$ cat src/shared/pmwc_pkg.sv
/*
 * Constants, register map and bus carriers for the power mode and wakeup
 * controller. Assumes an AXI4-Lite master with 32-bit data and 8-bit
 * byte addresses.
 */
package pmwc_pkg;

    localparam int ADDR_W = 8;
    localparam int DATA_W = 32;

    // Register byte addresses.
    localparam logic [ADDR_W-1:0] OSC_MODE_OFF = 8'hC8;
    localparam logic [ADDR_W-1:0] TIMER_MODE_OFF = 8'hD8;
    localparam logic [ADDR_W-1:0] TIMER_RUN_OFF = 8'hDC;
    localparam logic [ADDR_W-1:0] STATUS_OFF = 8'hE0;

    // Oscillator mode register fields.
    localparam int OSC_STOP_BIT = 1;
    localparam int OSC_CLK_BIT = 2;
    localparam int OSC_MODE_LSB = 3;

    // Timer mode register fields.
    localparam int TM_T0GN_BIT = 1;
    localparam int TM_T0X8_BIT = 2;
    localparam int TM_T1X8_BIT = 3;

    // Timer run register fields.
    localparam int RUN_T0_BIT = 0;
    localparam int RUN_T1_BIT = 1;

    // Status register fields.
    localparam int STAT_CPU_BIT = 0;
    localparam int STAT_HOSC_BIT = 1;
    localparam int STAT_LRC_BIT = 2;
    localparam int STAT_SETTLE_BIT = 3;
    localparam int STAT_T0_BIT = 4;
    localparam int STAT_T1_BIT = 5;

    // Values after reset.
    localparam logic [7:0] OSC_MODE_RST = 8'h00;
    localparam logic [7:0] TIMER_MODE_RST = 8'h00;
    localparam logic [7:0] TIMER_RUN_RST = 8'h00;

    // CPU operating mode codes.
    localparam logic [1:0] MODE_NORMAL = 2'h0;
    localparam logic [1:0] MODE_SLEEP = 2'h1;
    localparam logic [1:0] MODE_GREEN = 2'h2;
    localparam logic [1:0] MODE_RSVD = 2'h3;

    // Counts in cycles of the clock being counted.
    localparam int SETTLE_CLOCKS = 2048;
    localparam int SLOW_DIV = 4;
    localparam int DIV_W = $clog2(SLOW_DIV);

    localparam logic [1:0] RESP_OKAY = 2'h0;
    localparam logic [1:0] RESP_SLVERR = 2'h2;

    typedef enum logic [1:0] {ST_RUN, ST_GREEN, ST_SLEEP, ST_SETTLE} pmwc_state_t;

    typedef struct packed {
        logic awvalid;
        logic [ADDR_W-1:0] awaddr;
        logic wvalid;
        logic [DATA_W-1:0] wdata;
        logic [3:0] wstrb;
        logic bready;
        logic arvalid;
        logic [ADDR_W-1:0] araddr;
        logic rready;
    } pmwc_axi_req_t;

    typedef struct packed {
        logic awready;
        logic wready;
        logic bvalid;
        logic [1:0] bresp;
        logic arready;
        logic rvalid;
        logic [DATA_W-1:0] rdata;
        logic [1:0] rresp;
    } pmwc_axi_rsp_t;

endpackage

$ cat src/pmwc_sync.sv
/*
 * Two-flop synchroniser for a group of pins, with change and rising-edge
 * pulses taken from the second and third stages. Assumes the pins are
 * asynchronous to aclk and slower than half its rate.
 */
`timescale 1ns/10ps
module pmwc_sync #(
    parameter int W = 1
) (
    // Clock and reset
    input wire logic aclk,
    input wire logic aresetn,
    // Pins
    input wire logic [W-1:0] pin,
    // Synchronised view
    output logic [W-1:0] level,
    output logic change,
    output logic rise
);
    typedef struct packed {
        logic [W-1:0] s1;
        logic [W-1:0] s2;
        logic [W-1:0] s3;
    } pmwc_sync_regs_t;

    pmwc_sync_regs_t r;
    pmwc_sync_regs_t next_r;

    if (W < 1) begin : g_chk
        $error("pmwc_sync needs at least one pin.");
    end

    // The first stage feeds only the second; edges are judged one stage later.
    always_comb begin
        next_r.s1 = pin;
        next_r.s2 = r.s1;
        next_r.s3 = r.s2;
    end

    always_ff @(posedge aclk) begin
        if (!aresetn) begin
            r <= '0;
        end else begin
            r <= next_r;
        end
    end

    assign level = r.s2;
    assign change = |(r.s2 ^ r.s3);
    assign rise = |(r.s2 & ~r.s3);
endmodule

$ cat src/pmwc_ctrl.sv
/*
 * Power mode and wakeup controller: run, green, sleep and settle states,
 * oscillator, CPU and timer gating, and an AXI4-Lite register slave.
 * Assumes oscillator clocks arrive as slow pins and timer overflow and
 * watchdog enable come from logic on aclk.
 */
// Contract
// - Slow instruction rate is low clock over four.
// - Low RC clocks watchdog and slow system clock.
// - Low RC stops in sleep or green-slow-nowatchdog.
// - No separate low RC disable control.
// - CPU halts in sleep and green until wakeup.
// - Timers run when enabled, never in sleep.
// - Sleep wakes only on port or reset.
// - Green without timer wake: port or reset.
// - Timer-0 overflow wakes green when enabled.
// - Green wakeup returns to previous mode.
// - Sleep wakeup enters normal, port change only.
// - Sleep wakeup waits 2048 high clocks.
// - Green wakeup has no settling delay.
// - Timer mode bit 1 enables green wake.
// - Mode field: normal, sleep, green, reserved.
// - Clock select one is slow, zero normal.
// - High stop bit halts high oscillator only, in green or in slow-clock run.
`timescale 1ns/10ps
module pmwc_ctrl #(
    parameter int PORT_W = 8,
    parameter int SETTLE_CLOCKS = pmwc_pkg::SETTLE_CLOCKS
) (
    // Clock and reset
    input wire logic aclk,
    input wire logic aresetn,
    // Register bus
    input wire pmwc_pkg::pmwc_axi_req_t axi_req,
    output pmwc_pkg::pmwc_axi_rsp_t axi_rsp,
    // Pins and event sources
    input wire logic [PORT_W-1:0] wake_port,
    input wire logic hosc_clk_pin,
    input wire logic lrc_clk_pin,
    input wire logic timer0_overflow,
    input wire logic watchdog_enable,
    // Oscillator and CPU control
    output logic high_osc_run,
    output logic low_rc_run,
    output logic sys_clk_low,
    output logic cpu_run,
    output logic cpu_tick,
    output logic settling,
    // Timer control
    output logic timer0_active,
    output logic timer1_active,
    output logic timer0_fast_clock_select,
    output logic timer1_fast_clock_select
);
    import pmwc_pkg::*;

    localparam int CNT_W = $clog2(SETTLE_CLOCKS);
    localparam logic [CNT_W-1:0] CNT_LAST = CNT_W'(SETTLE_CLOCKS - 1);
    localparam logic [DIV_W-1:0] DIV_LAST = DIV_W'(SLOW_DIV - 1);

    if (SETTLE_CLOCKS < 2 || SETTLE_CLOCKS > 65536 || PORT_W < 1) begin : g_chk
        $error("pmwc_ctrl parameters out of range.");
    end

    typedef struct packed {
        pmwc_state_t st;
        logic [1:0] cpu_mode;
        logic clk_low;
        logic hosc_stop;
        logic t0_gn;
        logic t0_x8;
        logic t1_x8;
        logic t0_run;
        logic t1_run;
        logic [CNT_W-1:0] settle_cnt;
        logic [DIV_W-1:0] quarter;
        logic hosc_on;
        logic lrc_on;
        logic cpu_run;
        logic cpu_tick;
        logic t0_act;
        logic t1_act;
        logic aw_got;
        logic [ADDR_W-1:0] aw_addr;
        logic w_got;
        logic [7:0] wdata;
        logic wlane;
        logic bvalid;
        logic [1:0] bresp;
        logic rvalid;
        logic [DATA_W-1:0] rdata;
        logic [1:0] rresp;
    } pmwc_regs_t;

    localparam pmwc_regs_t REGS_RST = '{
        st: ST_RUN,
        cpu_mode: OSC_MODE_RST[OSC_MODE_LSB +: 2],
        clk_low: OSC_MODE_RST[OSC_CLK_BIT],
        hosc_stop: OSC_MODE_RST[OSC_STOP_BIT],
        t0_gn: TIMER_MODE_RST[TM_T0GN_BIT],
        t0_x8: TIMER_MODE_RST[TM_T0X8_BIT],
        t1_x8: TIMER_MODE_RST[TM_T1X8_BIT],
        t0_run: TIMER_RUN_RST[RUN_T0_BIT],
        t1_run: TIMER_RUN_RST[RUN_T1_BIT],
        hosc_on: 1'b1,
        lrc_on: 1'b1,
        cpu_run: 1'b1,
        bresp: RESP_OKAY,
        rresp: RESP_OKAY,
        default: '0
    };

    function automatic logic [ADDR_W-1:0] word_of(input logic [ADDR_W-1:0] a);
        word_of = {a[ADDR_W-1:2], 2'h0};
    endfunction

    function automatic logic reg_hit(input logic [ADDR_W-1:0] a);
        logic [ADDR_W-1:0] w;
        w = word_of(a);
        reg_hit = (w == OSC_MODE_OFF) || (w == TIMER_MODE_OFF) ||
            (w == TIMER_RUN_OFF) || (w == STATUS_OFF);
    endfunction

    pmwc_regs_t r;
    pmwc_regs_t n;
    logic port_chg;
    logic hosc_rise;
    logic lrc_rise;
    logic aw_hs;
    logic w_hs;
    logic ar_hs;
    logic wr_fire;
    logic [ADDR_W-1:0] waddr;
    logic [7:0] wd;
    logic wl;
    logic t0_wake;

    pmwc_sync #(.W(PORT_W)) u_port_sync (
        .aclk(aclk),
        .aresetn(aresetn),
        .pin(wake_port),
        .level(),
        .change(port_chg),
        .rise()
    );

    // One synchroniser per oscillator pin, so no two first stages can disagree.
    pmwc_sync #(.W(1)) u_hosc_sync (
        .aclk(aclk),
        .aresetn(aresetn),
        .pin(hosc_clk_pin),
        .level(),
        .change(),
        .rise(hosc_rise)
    );

    pmwc_sync #(.W(1)) u_lrc_sync (
        .aclk(aclk),
        .aresetn(aresetn),
        .pin(lrc_clk_pin),
        .level(),
        .change(),
        .rise(lrc_rise)
    );

    always_comb begin
        n = r;
        aw_hs = axi_req.awvalid && !r.aw_got && !r.bvalid;
        w_hs = axi_req.wvalid && !r.w_got && !r.bvalid;
        ar_hs = axi_req.arvalid && !r.rvalid;
        wr_fire = (r.aw_got || aw_hs) && (r.w_got || w_hs);
        waddr = r.aw_got ? r.aw_addr : axi_req.awaddr;
        wd = r.w_got ? r.wdata : axi_req.wdata[7:0];
        wl = r.w_got ? r.wlane : axi_req.wstrb[0];
        t0_wake = timer0_overflow && r.t0_gn && r.t0_act;
        if (aw_hs) begin
            n.aw_got = 1'b1;
            n.aw_addr = axi_req.awaddr;
        end
        if (w_hs) begin
            n.w_got = 1'b1;
            n.wdata = axi_req.wdata[7:0];
            n.wlane = axi_req.wstrb[0];
        end
        if (r.bvalid && axi_req.bready) begin
            n.bvalid = 1'b0;
        end
        if (wr_fire) begin
            n.aw_got = 1'b0;
            n.w_got = 1'b0;
            n.bvalid = 1'b1;
            n.bresp = reg_hit(waddr) ? RESP_OKAY : RESP_SLVERR;
            if (wl) begin
                unique case (word_of(waddr))
                    OSC_MODE_OFF: begin
                        n.hosc_stop = wd[OSC_STOP_BIT];
                        n.clk_low = wd[OSC_CLK_BIT];
                        // The reserved code is dropped so the field never holds it.
                        if (r.st == ST_RUN && wd[OSC_MODE_LSB +: 2] != MODE_RSVD) begin
                            n.cpu_mode = wd[OSC_MODE_LSB +: 2];
                        end
                    end
                    TIMER_MODE_OFF: begin
                        n.t0_gn = wd[TM_T0GN_BIT];
                        n.t0_x8 = wd[TM_T0X8_BIT];
                        n.t1_x8 = wd[TM_T1X8_BIT];
                    end
                    TIMER_RUN_OFF: begin
                        n.t0_run = wd[RUN_T0_BIT];
                        n.t1_run = wd[RUN_T1_BIT];
                    end
                    default: begin
                    end
                endcase
            end
        end
        if (r.rvalid && axi_req.rready) begin
            n.rvalid = 1'b0;
        end
        if (ar_hs) begin
            n.rvalid = 1'b1;
            n.rresp = reg_hit(axi_req.araddr) ? RESP_OKAY : RESP_SLVERR;
            n.rdata = '0;
            unique case (word_of(axi_req.araddr))
                OSC_MODE_OFF: begin
                    n.rdata[OSC_MODE_LSB +: 2] = r.cpu_mode;
                    n.rdata[OSC_CLK_BIT] = r.clk_low;
                    n.rdata[OSC_STOP_BIT] = r.hosc_stop;
                end
                TIMER_MODE_OFF: begin
                    n.rdata[TM_T0GN_BIT] = r.t0_gn;
                    n.rdata[TM_T0X8_BIT] = r.t0_x8;
                    n.rdata[TM_T1X8_BIT] = r.t1_x8;
                end
                TIMER_RUN_OFF: begin
                    n.rdata[RUN_T0_BIT] = r.t0_run;
                    n.rdata[RUN_T1_BIT] = r.t1_run;
                end
                STATUS_OFF: begin
                    n.rdata[STAT_CPU_BIT] = r.cpu_run;
                    n.rdata[STAT_HOSC_BIT] = r.hosc_on;
                    n.rdata[STAT_LRC_BIT] = r.lrc_on;
                    n.rdata[STAT_SETTLE_BIT] = (r.st == ST_SETTLE);
                    n.rdata[STAT_T0_BIT] = r.t0_act;
                    n.rdata[STAT_T1_BIT] = r.t1_act;
                end
                default: begin
                end
            endcase
        end
        unique case (r.st)
            ST_RUN: begin
                if (n.cpu_mode == MODE_SLEEP) begin
                    n.st = ST_SLEEP;
                end else if (n.cpu_mode == MODE_GREEN) begin
                    n.st = ST_GREEN;
                end
            end
            ST_SLEEP: begin
                // Only the port wakes a sleeping part; timer overflow is ignored.
                if (port_chg) begin
                    n.st = ST_SETTLE;
                    n.cpu_mode = MODE_NORMAL;
                    n.clk_low = 1'b0;
                    n.hosc_stop = 1'b0;
                    n.settle_cnt = '0;
                end
            end
            ST_SETTLE: begin
                if (hosc_rise) begin
                    if (r.settle_cnt == CNT_LAST) begin
                        n.st = ST_RUN;
                    end else begin
                        n.settle_cnt = r.settle_cnt + 1'b1;
                    end
                end
            end
            ST_GREEN: begin
                // No settling state on this path, so the return is immediate and clk_low is kept.
                if (port_chg || t0_wake) begin
                    n.st = ST_RUN;
                    n.cpu_mode = MODE_NORMAL;
                end
            end
        endcase
        n.cpu_tick = 1'b0;
        if (r.st == ST_RUN && n.st == ST_RUN) begin
            if (r.clk_low) begin
                if (lrc_rise) begin
                    n.quarter = (r.quarter == DIV_LAST) ? '0 : r.quarter + 1'b1;
                    n.cpu_tick = (r.quarter == DIV_LAST);
                end
            end else begin
                n.cpu_tick = hosc_rise;
            end
        end
        n.hosc_on = (n.st == ST_SETTLE) || (n.st == ST_RUN && !(n.hosc_stop && n.clk_low)) ||
            (n.st == ST_GREEN && !n.hosc_stop);
        // No bit of its own stops the low RC; it follows mode and watchdog alone.
        n.lrc_on = (n.st != ST_SLEEP) &&
            !(n.st == ST_GREEN && n.clk_low && !watchdog_enable);
        n.cpu_run = (n.st == ST_RUN);
        n.t0_act = (n.st == ST_RUN || n.st == ST_GREEN) && n.t0_run;
        n.t1_act = (n.st == ST_RUN || n.st == ST_GREEN) && n.t1_run;
    end

    always_ff @(posedge aclk) begin
        if (!aresetn) begin
            r <= REGS_RST;
        end else begin
            r <= n;
        end
    end

    always_comb begin
        axi_rsp.awready = !r.aw_got && !r.bvalid;
        axi_rsp.wready = !r.w_got && !r.bvalid;
        axi_rsp.bvalid = r.bvalid;
        axi_rsp.bresp = r.bresp;
        axi_rsp.arready = !r.rvalid;
        axi_rsp.rvalid = r.rvalid;
        axi_rsp.rdata = r.rdata;
        axi_rsp.rresp = r.rresp;
    end

    assign high_osc_run = r.hosc_on;
    assign low_rc_run = r.lrc_on;
    assign sys_clk_low = r.clk_low;
    assign cpu_run = r.cpu_run;
    assign cpu_tick = r.cpu_tick;
    assign settling = (r.st == ST_SETTLE);
    assign timer0_active = r.t0_act;
    assign timer1_active = r.t1_act;
    assign timer0_fast_clock_select = r.t0_x8;
    assign timer1_fast_clock_select = r.t1_x8;

    // High clock edges seen since settling began; read only by the checks.
    logic [16:0] seen_edges;
    always_ff @(posedge aclk) begin
        if (!aresetn || r.st != ST_SETTLE) begin
            seen_edges <= '0;
        end else if (hosc_rise) begin
            seen_edges <= seen_edges + 1'b1;
        end
    end
endmodule

$ cat config.mk
export PLATFORM = sky130hd
export DESIGN_NAME = pmwc_ctrl
export DESIGN_NICKNAME = d
export VERILOG_FILES = /design/src/shared/pmwc_pkg.sv /design/src/pmwc_sync.sv /design/src/pmwc_ctrl.sv
export SDC_FILE = /design/constraint.sdc
export NUM_CORES = 1
export LEC_CHECK = 0
export CORE_MARGIN = 8
export CORE_UTILIZATION = 65
export CTS_BUF_LIST = sky130_fd_sc_hd__clkbuf_4
export CTS_CLUSTER_SIZE = 12
export DETAILED_ROUTE_END_ITERATION = 16
export DONT_BUFFER_PORTS = 1
export GPL_ROUTABILITY_DRIVEN = 1
export GPL_TIMING_DRIVEN = 0
export PLACE_DENSITY = 0.77
export SLEW_MARGIN = 20
export SYNTH_ARGS = -nofsm -noshare
export SYNTH_HDL_FRONTEND = slang
export SYNTH_SLANG_ARGS = --single-unit
export TNS_END_PERCENT = 50
$ cat constraint.sdc
create_clock -name aclk -period 3.09 [get_ports aclk]
set_clock_uncertainty 0.15 [all_clocks]
set_input_delay 0.4635 -clock aclk [delete_from_list [all_inputs] [get_ports aclk]]
set_output_delay 0.4635 -clock aclk [all_outputs]
set_load 0.01 [all_outputs]
Word level (Yosys, flattened, before mapping)
Index checks and enable logic that the tools add are counted.
Storage, ports and cells
  bits in registers: 88
  bits of input ports: 71
  output and inout port bits: 51
  logic and storage cells: 155
Cells by class
  add/subtract/negate cells: 2
  eq/ne operators: 22
  muxes and demuxes: 36
  bitwise gates (word level): 6
  reduce and logical (&&, ||, !) cells: 53
Operators with widths (number)
  $eq 6x6->1 const B: 8
  $mux 35: 1
  $mux 11: 3
  $logic_and 1x1->1: 22
  $pmux 11 s2: 1
  $mux 2: 10
  $mux 9: 2
  $logic_or 1x1->1: 12
  $add 11x1->11 const B: 1
  $eq 11x11->1 const B: 1
  $eq 2x2->1 const B: 5
  $logic_not 1->1: 8
  $mux 4: 2
  $mux 8: 1
  $ne 2x2->1 const B: 4
  $pmux 2 s4: 1
  $reduce_or 8->1: 1
  $xor 8x8->8: 1
  $eq 2x1->1 const B: 3
  $mux 1: 6
  $mux 3: 2
  $mux 6: 1
  $pmux 2 s3: 1
  $reduce_and 3->1: 2
  other kinds (13): 20

Longest topological paths before layout
  depth in word-level cells: 16
  mapped depth: 9
  mapped depth without buffers: 8

Hierarchy
From an unflattened synthesis, not the netlist that was laid out.
Second synthesis, totals
  cell total of the unflattened synthesis: 442
  area, all modules: 4025.1 sq um
By module, submodules not included
  pmwc_ctrl: times used 1, cells each 344, area each 2926.6 sq um, sequential area each 1081.0 sq um
  pmwc_sync at u_port_sync: times used 1, cells each 80, area each 900.9 sq um, sequential area each 480.5 sq um
  pmwc_sync at u_hosc_sync ...: times used 2, cells each 9, area each 98.8 sq um, sequential area each 60.1 sq um

Least setup slack after synthesis
Ideal clock, no wire load.
  path type: register to register
  from: register r[56] in the netlist's numbering
  to: register r[63] in the netlist's numbering
  setup time: 72 ps
  data arrival time: 2120 ps
  required time: 2868 ps
  path slack: 748 ps
  stages on the path, launching flop included: 9
  path buffers: 1
  period minus slack after synthesis: 2342 ps
  cells stage by stage: dfxtp_1 > buf_6 > nand3b_1 > a221o_1 > or3_4 > o211a_1 > a221o_2 > nand4bb_4 > mux2i_1
Between the ends
  cells in the longest elaborated chain, start to end: 13
  elaborated cells between the ends (all ways): 18
  those cells by class: 3 x eq/ne; 7 x mux; 8 x reduce/logical
RTL lines
  start, declared: RTL line pmwc_ctrl.sv:124  | pmwc_regs_t r;
  start signal, assigned: RTL line pmwc_ctrl.sv:311  | r <= n;
  parallel branches: the longest is 5 deep, another holds $mux 9
  $mux 9 (*): RTL line pmwc_ctrl.sv:188  | if (wr_fire) begin
  $eq 2x2->1: RTL line pmwc_ctrl.sv:255  | end else if (n.cpu_mode == MODE_GREEN) begin
  $mux 2: RTL line pmwc_ctrl.sv:255
  $mux 2 (*): RTL line pmwc_ctrl.sv:253  | if (n.cpu_mode == MODE_SLEEP) begin
  $pmux 2 s4 (*): RTL line pmwc_ctrl.sv:251  | unique case (r.st)
  $logic_not 2->1 (*): RTL line pmwc_ctrl.sv:287  | if (r.st == ST_RUN && n.st == ST_RUN) begin
  $logic_and 1x1->1 (*): RTL line pmwc_ctrl.sv:287
  $reduce_and 3->1 (no line) (*)
Every way passes the cells marked *.
A chain may end at the register's enable or synchronous reset.

Final worst setup path
  from: register r[85] in the netlist's numbering
  to: register r[64] in the netlist's numbering
Between the ends
  elaborated cells between the ends (all ways): 21
  those cells by class: 5 x eq/ne; 11 x mux; 5 x reduce/logical
RTL lines
  $eq 2x2->1
  via settling: RTL line pmwc_ctrl.sv:48  | output logic settling,
  $pmux 2 s4: RTL line pmwc_ctrl.sv:251
  $logic_not 2->1: RTL line pmwc_ctrl.sv:287
  $logic_and 1x1->1: RTL line pmwc_ctrl.sv:287
  $reduce_and 3->1 (no line)
The timed path passes the listed nets, and every way through them passes these cells.

==> impl_metrics.tcl <==
set metrics [dict create \
    sequentialPowerShare 0.546 \
    drv_slew 0 \
    r2r-start "r[85]" \
    net-switching-power_w 0.000664 \
    drive_above_1_share 0.137 \
    rsz0062_at_grt "no" \
    synthesis.area_um2 3860 \
    drtAntennaViolNets 0 \
    r2r-end "r[64]" \
    synthFlopType "dfxtp_1" \
    cellPowerDensity_nw_per_um2 493 \
    cp_cell_sequence "ha_1, inv_1, a31oi_1, a311oi_1, o32ai_1, nand4bb_4, mux2i_1" \
    start_util 0.663 \
    fin_crit_sh 0.882 \
    whs_ns 0.0317 \
    ys_ff_latch 84 \
    core_area_um2 5820 \
    grt_util_all_layers 0.193 \
    hold_viol_final 0 \
    cp_slowest_cell "o32ai_1" \
    cts_max_level 3 \
    fmax_ghz 0.367 \
    grt_start_max_net_pins 18 \
    reg2reg_setup_slack_ns 0.37 \
    rr_worst_depth 7 \
    synth_cell_types 55 \
    nNetsFinal 556 \
    path_max_fanout 7 \
    setup_viol 0 \
    crit_path_start_kind "flop" \
    grt_pass1_vias 2926 \
    n_antenna_cell 0 \
    hold_buffers 18 \
    status "finished clean" \
    total_power_w 0.00215 \
    drc 0 \
    cts_tree "yes" \
    fin_crit_ns 2.72 \
    crit_start "r[85]" \
    critPathArrivalTime_ns 2.95 \
    p_int_w 0.00149 \
    synthToLayoutAreaGrowth_pct 13.2 \
    clk_latency_ns 0.43 \
    cts_buffers 9 \
    swShare 0.308 \
    slew_headroom 0.430 \
    cap_violations 0 \
    cts_max_path_buffers 2 \
    dieArea_um2 8650 \
    path_class "flop to flop" \
    max_stage_delay_ns 0.72 \
    preCtsSetupSlack_ns 0.455 \
    finalWorstSetupSlack_ns 0.366 \
    worst_setup_path_end_kind "flop" \
    first_iter_violations 162 \
    post_cts_resized 0 \
    cts-root-buf "clkbuf_4" \
    async_flop_share 0 \
    gp_congestion 0.837 \
    setup_tns_ns 0 \
    syn_inst 421 \
    cts_setup_buffers 0 \
    overflow 0 \
    ys_seq_area_frac 0.436 \
    vias 2934 \
    holdCritPathClass "input port to flop" \
    power_leakage_nw 1.82 \
    die_w_um 93.0 \
    crit_required_ns 3.31 \
    avgViaCountPerCell 5.27 \
    num_io_pins 122 \
    fp.dieH_um 93.0 \
    worst_slew_pin_slew_ns 0.848 \
    dp_hpwl_um 5890 \
    synth_warnings 0 \
    combinationalPowerShare 0.170 \
    peakVddDrop_v 0.000326 \
    cts_sinks 84 \
    antenna_found_initial 0 \
    syn_avg_cell_area_um2 9.16 \
    rows 28 \
    p_clk_frac 0.284 \
    synth_edf_count 0 \
    drtPass1Iterations 4 \
    wire_per_inst_um 14.3 \
    portBuffers 0 \
    wirelength_um 7970 \
    grt_pass1_wl_um 13600 \
    clkSlewWorstSetupHoldPaths_ns 0.15 \
    crit_path_end "r[64]" \
]
-- state kept, by name, summed over array words and instances (netlist names) --
name,flops
cpu_run,1
u_hosc_sync.level,1
u_hosc_sync.next_r,1
r,35
u_port_sync.level,8
u_lrc_sync.r,1
timer1_fast_clock_select,1
timer1_active,1
u_port_sync.r,8
high_osc_run,1
u_port_sync.next_r,8
low_rc_run,1
u_hosc_sync.r,1
cpu_tick,1
axi_rsp,10
sys_clk_low,1
timer0_fast_clock_select,1
timer0_active,1
u_lrc_sync.level,1
u_lrc_sync.next_r,1
-- cells by family after synthesis --
| kind of cell | synth area share |
|---|---|
| xor gates and xnor gates | 0.0363 |
| other | 0.000972 |
| buffers and inverters | 0.104 |
| adders and majority gates | 0.0311 |
| muxes | 0.0743 |
| AOI/OAI and AO/OA | 0.0866 |
| DFF | 0.436 |
| and+or+nand+nor | 0.230 |
-- Yosys cell counts, drive strengths merged (3+ instances only) --
| master | number | area share |
|---|---|---|
| xnor2 | 9 | 0.020 |
| ha | 8 | 0.026 |
| inv | 12 | 0.012 |
| clkbuf | 13 | 0.013 |
| xor2 | 7 | 0.016 |
| a211oi | 8 | 0.016 |
| nor3 | 11 | 0.016 |
| and2 | 35 | 0.057 |
| nand3 | 8 | 0.010 |
| nor2b | 4 | 0.0065 |
| nor2 | 56 | 0.055 |
| mux2i | 23 | 0.060 |
| nand3b | 3 | 0.0058 |
| nand4 | 8 | 0.013 |
| buf | 40 | 0.079 |
| a31oi | 3 | 0.0049 |
| nor4 | 3 | 0.0049 |
| nand2 | 21 | 0.020 |
| o21ai | 8 | 0.010 |
| and3 | 3 | 0.0049 |
| mux2 | 5 | 0.015 |
| nand2b | 5 | 0.0081 |
| dfxtp | 84 | 0.44 |
| a21oi | 11 | 0.014 |
-- cells in the final DEF, fill, tap and decap left out, types with 3 or more instances in the layout --
cell	synthesis	final
a211oi_1	8	8
a21oi_1	11	11
a31oi_1	3	3
and2_1	35	35
and3_1	3	3
buf_4	39	39
clkbuf_1	13	13
clkbuf_4	0	9
conb_1	1	28
dfxtp_1	84	84
dlygate4sd3_1	0	18
ha_1	8	8
inv_1	12	12
inv_6	0	4
mux2_2	5	5
mux2i_1	23	23
nand2_1	21	21
nand2b_1	5	5
nand3_1	8	8
nand3b_1	3	3
nand4_1	8	8
nor2_1	56	56
nor2b_1	4	4
nor3_1	10	10
nor4_1	3	3
o21ai_0	5	5
o21ai_1	3	3
xnor2_1	9	9
xor2_1	7	7
-- power groups by stage --
stage / Clock [W] / Sequential, W / Combinational [W]
after floorplan: 0 / 0.00119 / 0.000287
after global placement: 0 / 0.00120 / 0.000336
after detailed placement: 0 / 0.00120 / 0.000343
after CTS: 0.000632 / 0.00118 / 0.000362
after global routing: 0.000672 / 0.00118 / 0.000408
final: 0.000611 / 0.00118 / 0.000366
-- metal layers --
| layer | vias up | routed length (um) | GRT usage |
|---|---|---|---|
| met4 | 0 | 168 | 0.0899 |
| met3 | 16 | 501 | 0.0537 |
| li1 | 1479 | - | - |
| met1 | 1363 | 3450 | 0.218 |
| met2 | 76 | 3850 | 0.330 |
| met5 | - | 0 | 0 |
-- stage by stage --
| stage | utilization | instance area, um2 | instances |
|---|---|---|---|
| floorplan | - | 3960 | 448 |
| global placement | 0.697 | 4050 | 523 |
| detailed placement | 0.697 | 4050 | 523 |
| CTS | 0.750 | 4360 | 557 |
| global route | 0.750 | 4360 | 557 |
| finish | 0.750 | 4360 | 557 |
-- worst max-delay path: cells and delay by family, from the launching register on --
kind                       cells  cell delay, ns
AOI/OAI and AO/OA              3            1.02
DFF                            1            0.46
buffers and inverters          1            0.11
adders and majority gates      1            0.42
muxes                          1            0.20
and+or+nand+nor                1            0.30
-- how the worst min path moves through the flow --
stage,startpoint,cells after the start,slack (ns),to
global route,axi_req[9],2,0.01,axi_rsp[34]
floorplan,u_hosc_sync.next_r[1],1,0.26,u_hosc_sync.level
detailed placement,u_port_sync.next_r[13],1,0.27,u_port_sync.level[5]
CTS,axi_req[11],2,0.007,r[38]
global placement,u_port_sync.next_r[12],1,0.26,u_port_sync.level[4]
finish,axi_req[11],2,0.03,r[38]
-- area by class of cell --
type	count	area (um2)
Multi-Input combinational cell	298	1870
Sequential cell	84	1680
Fill cell	456	1450
Buffer	53	353
Timing Repair Buffer	18	180
Tap cell	75	93.8
Clock buffer	9	67.6
Clock inverter	7	65.1
Inverter	13	48.8
(Power assumes the default switching activity.)
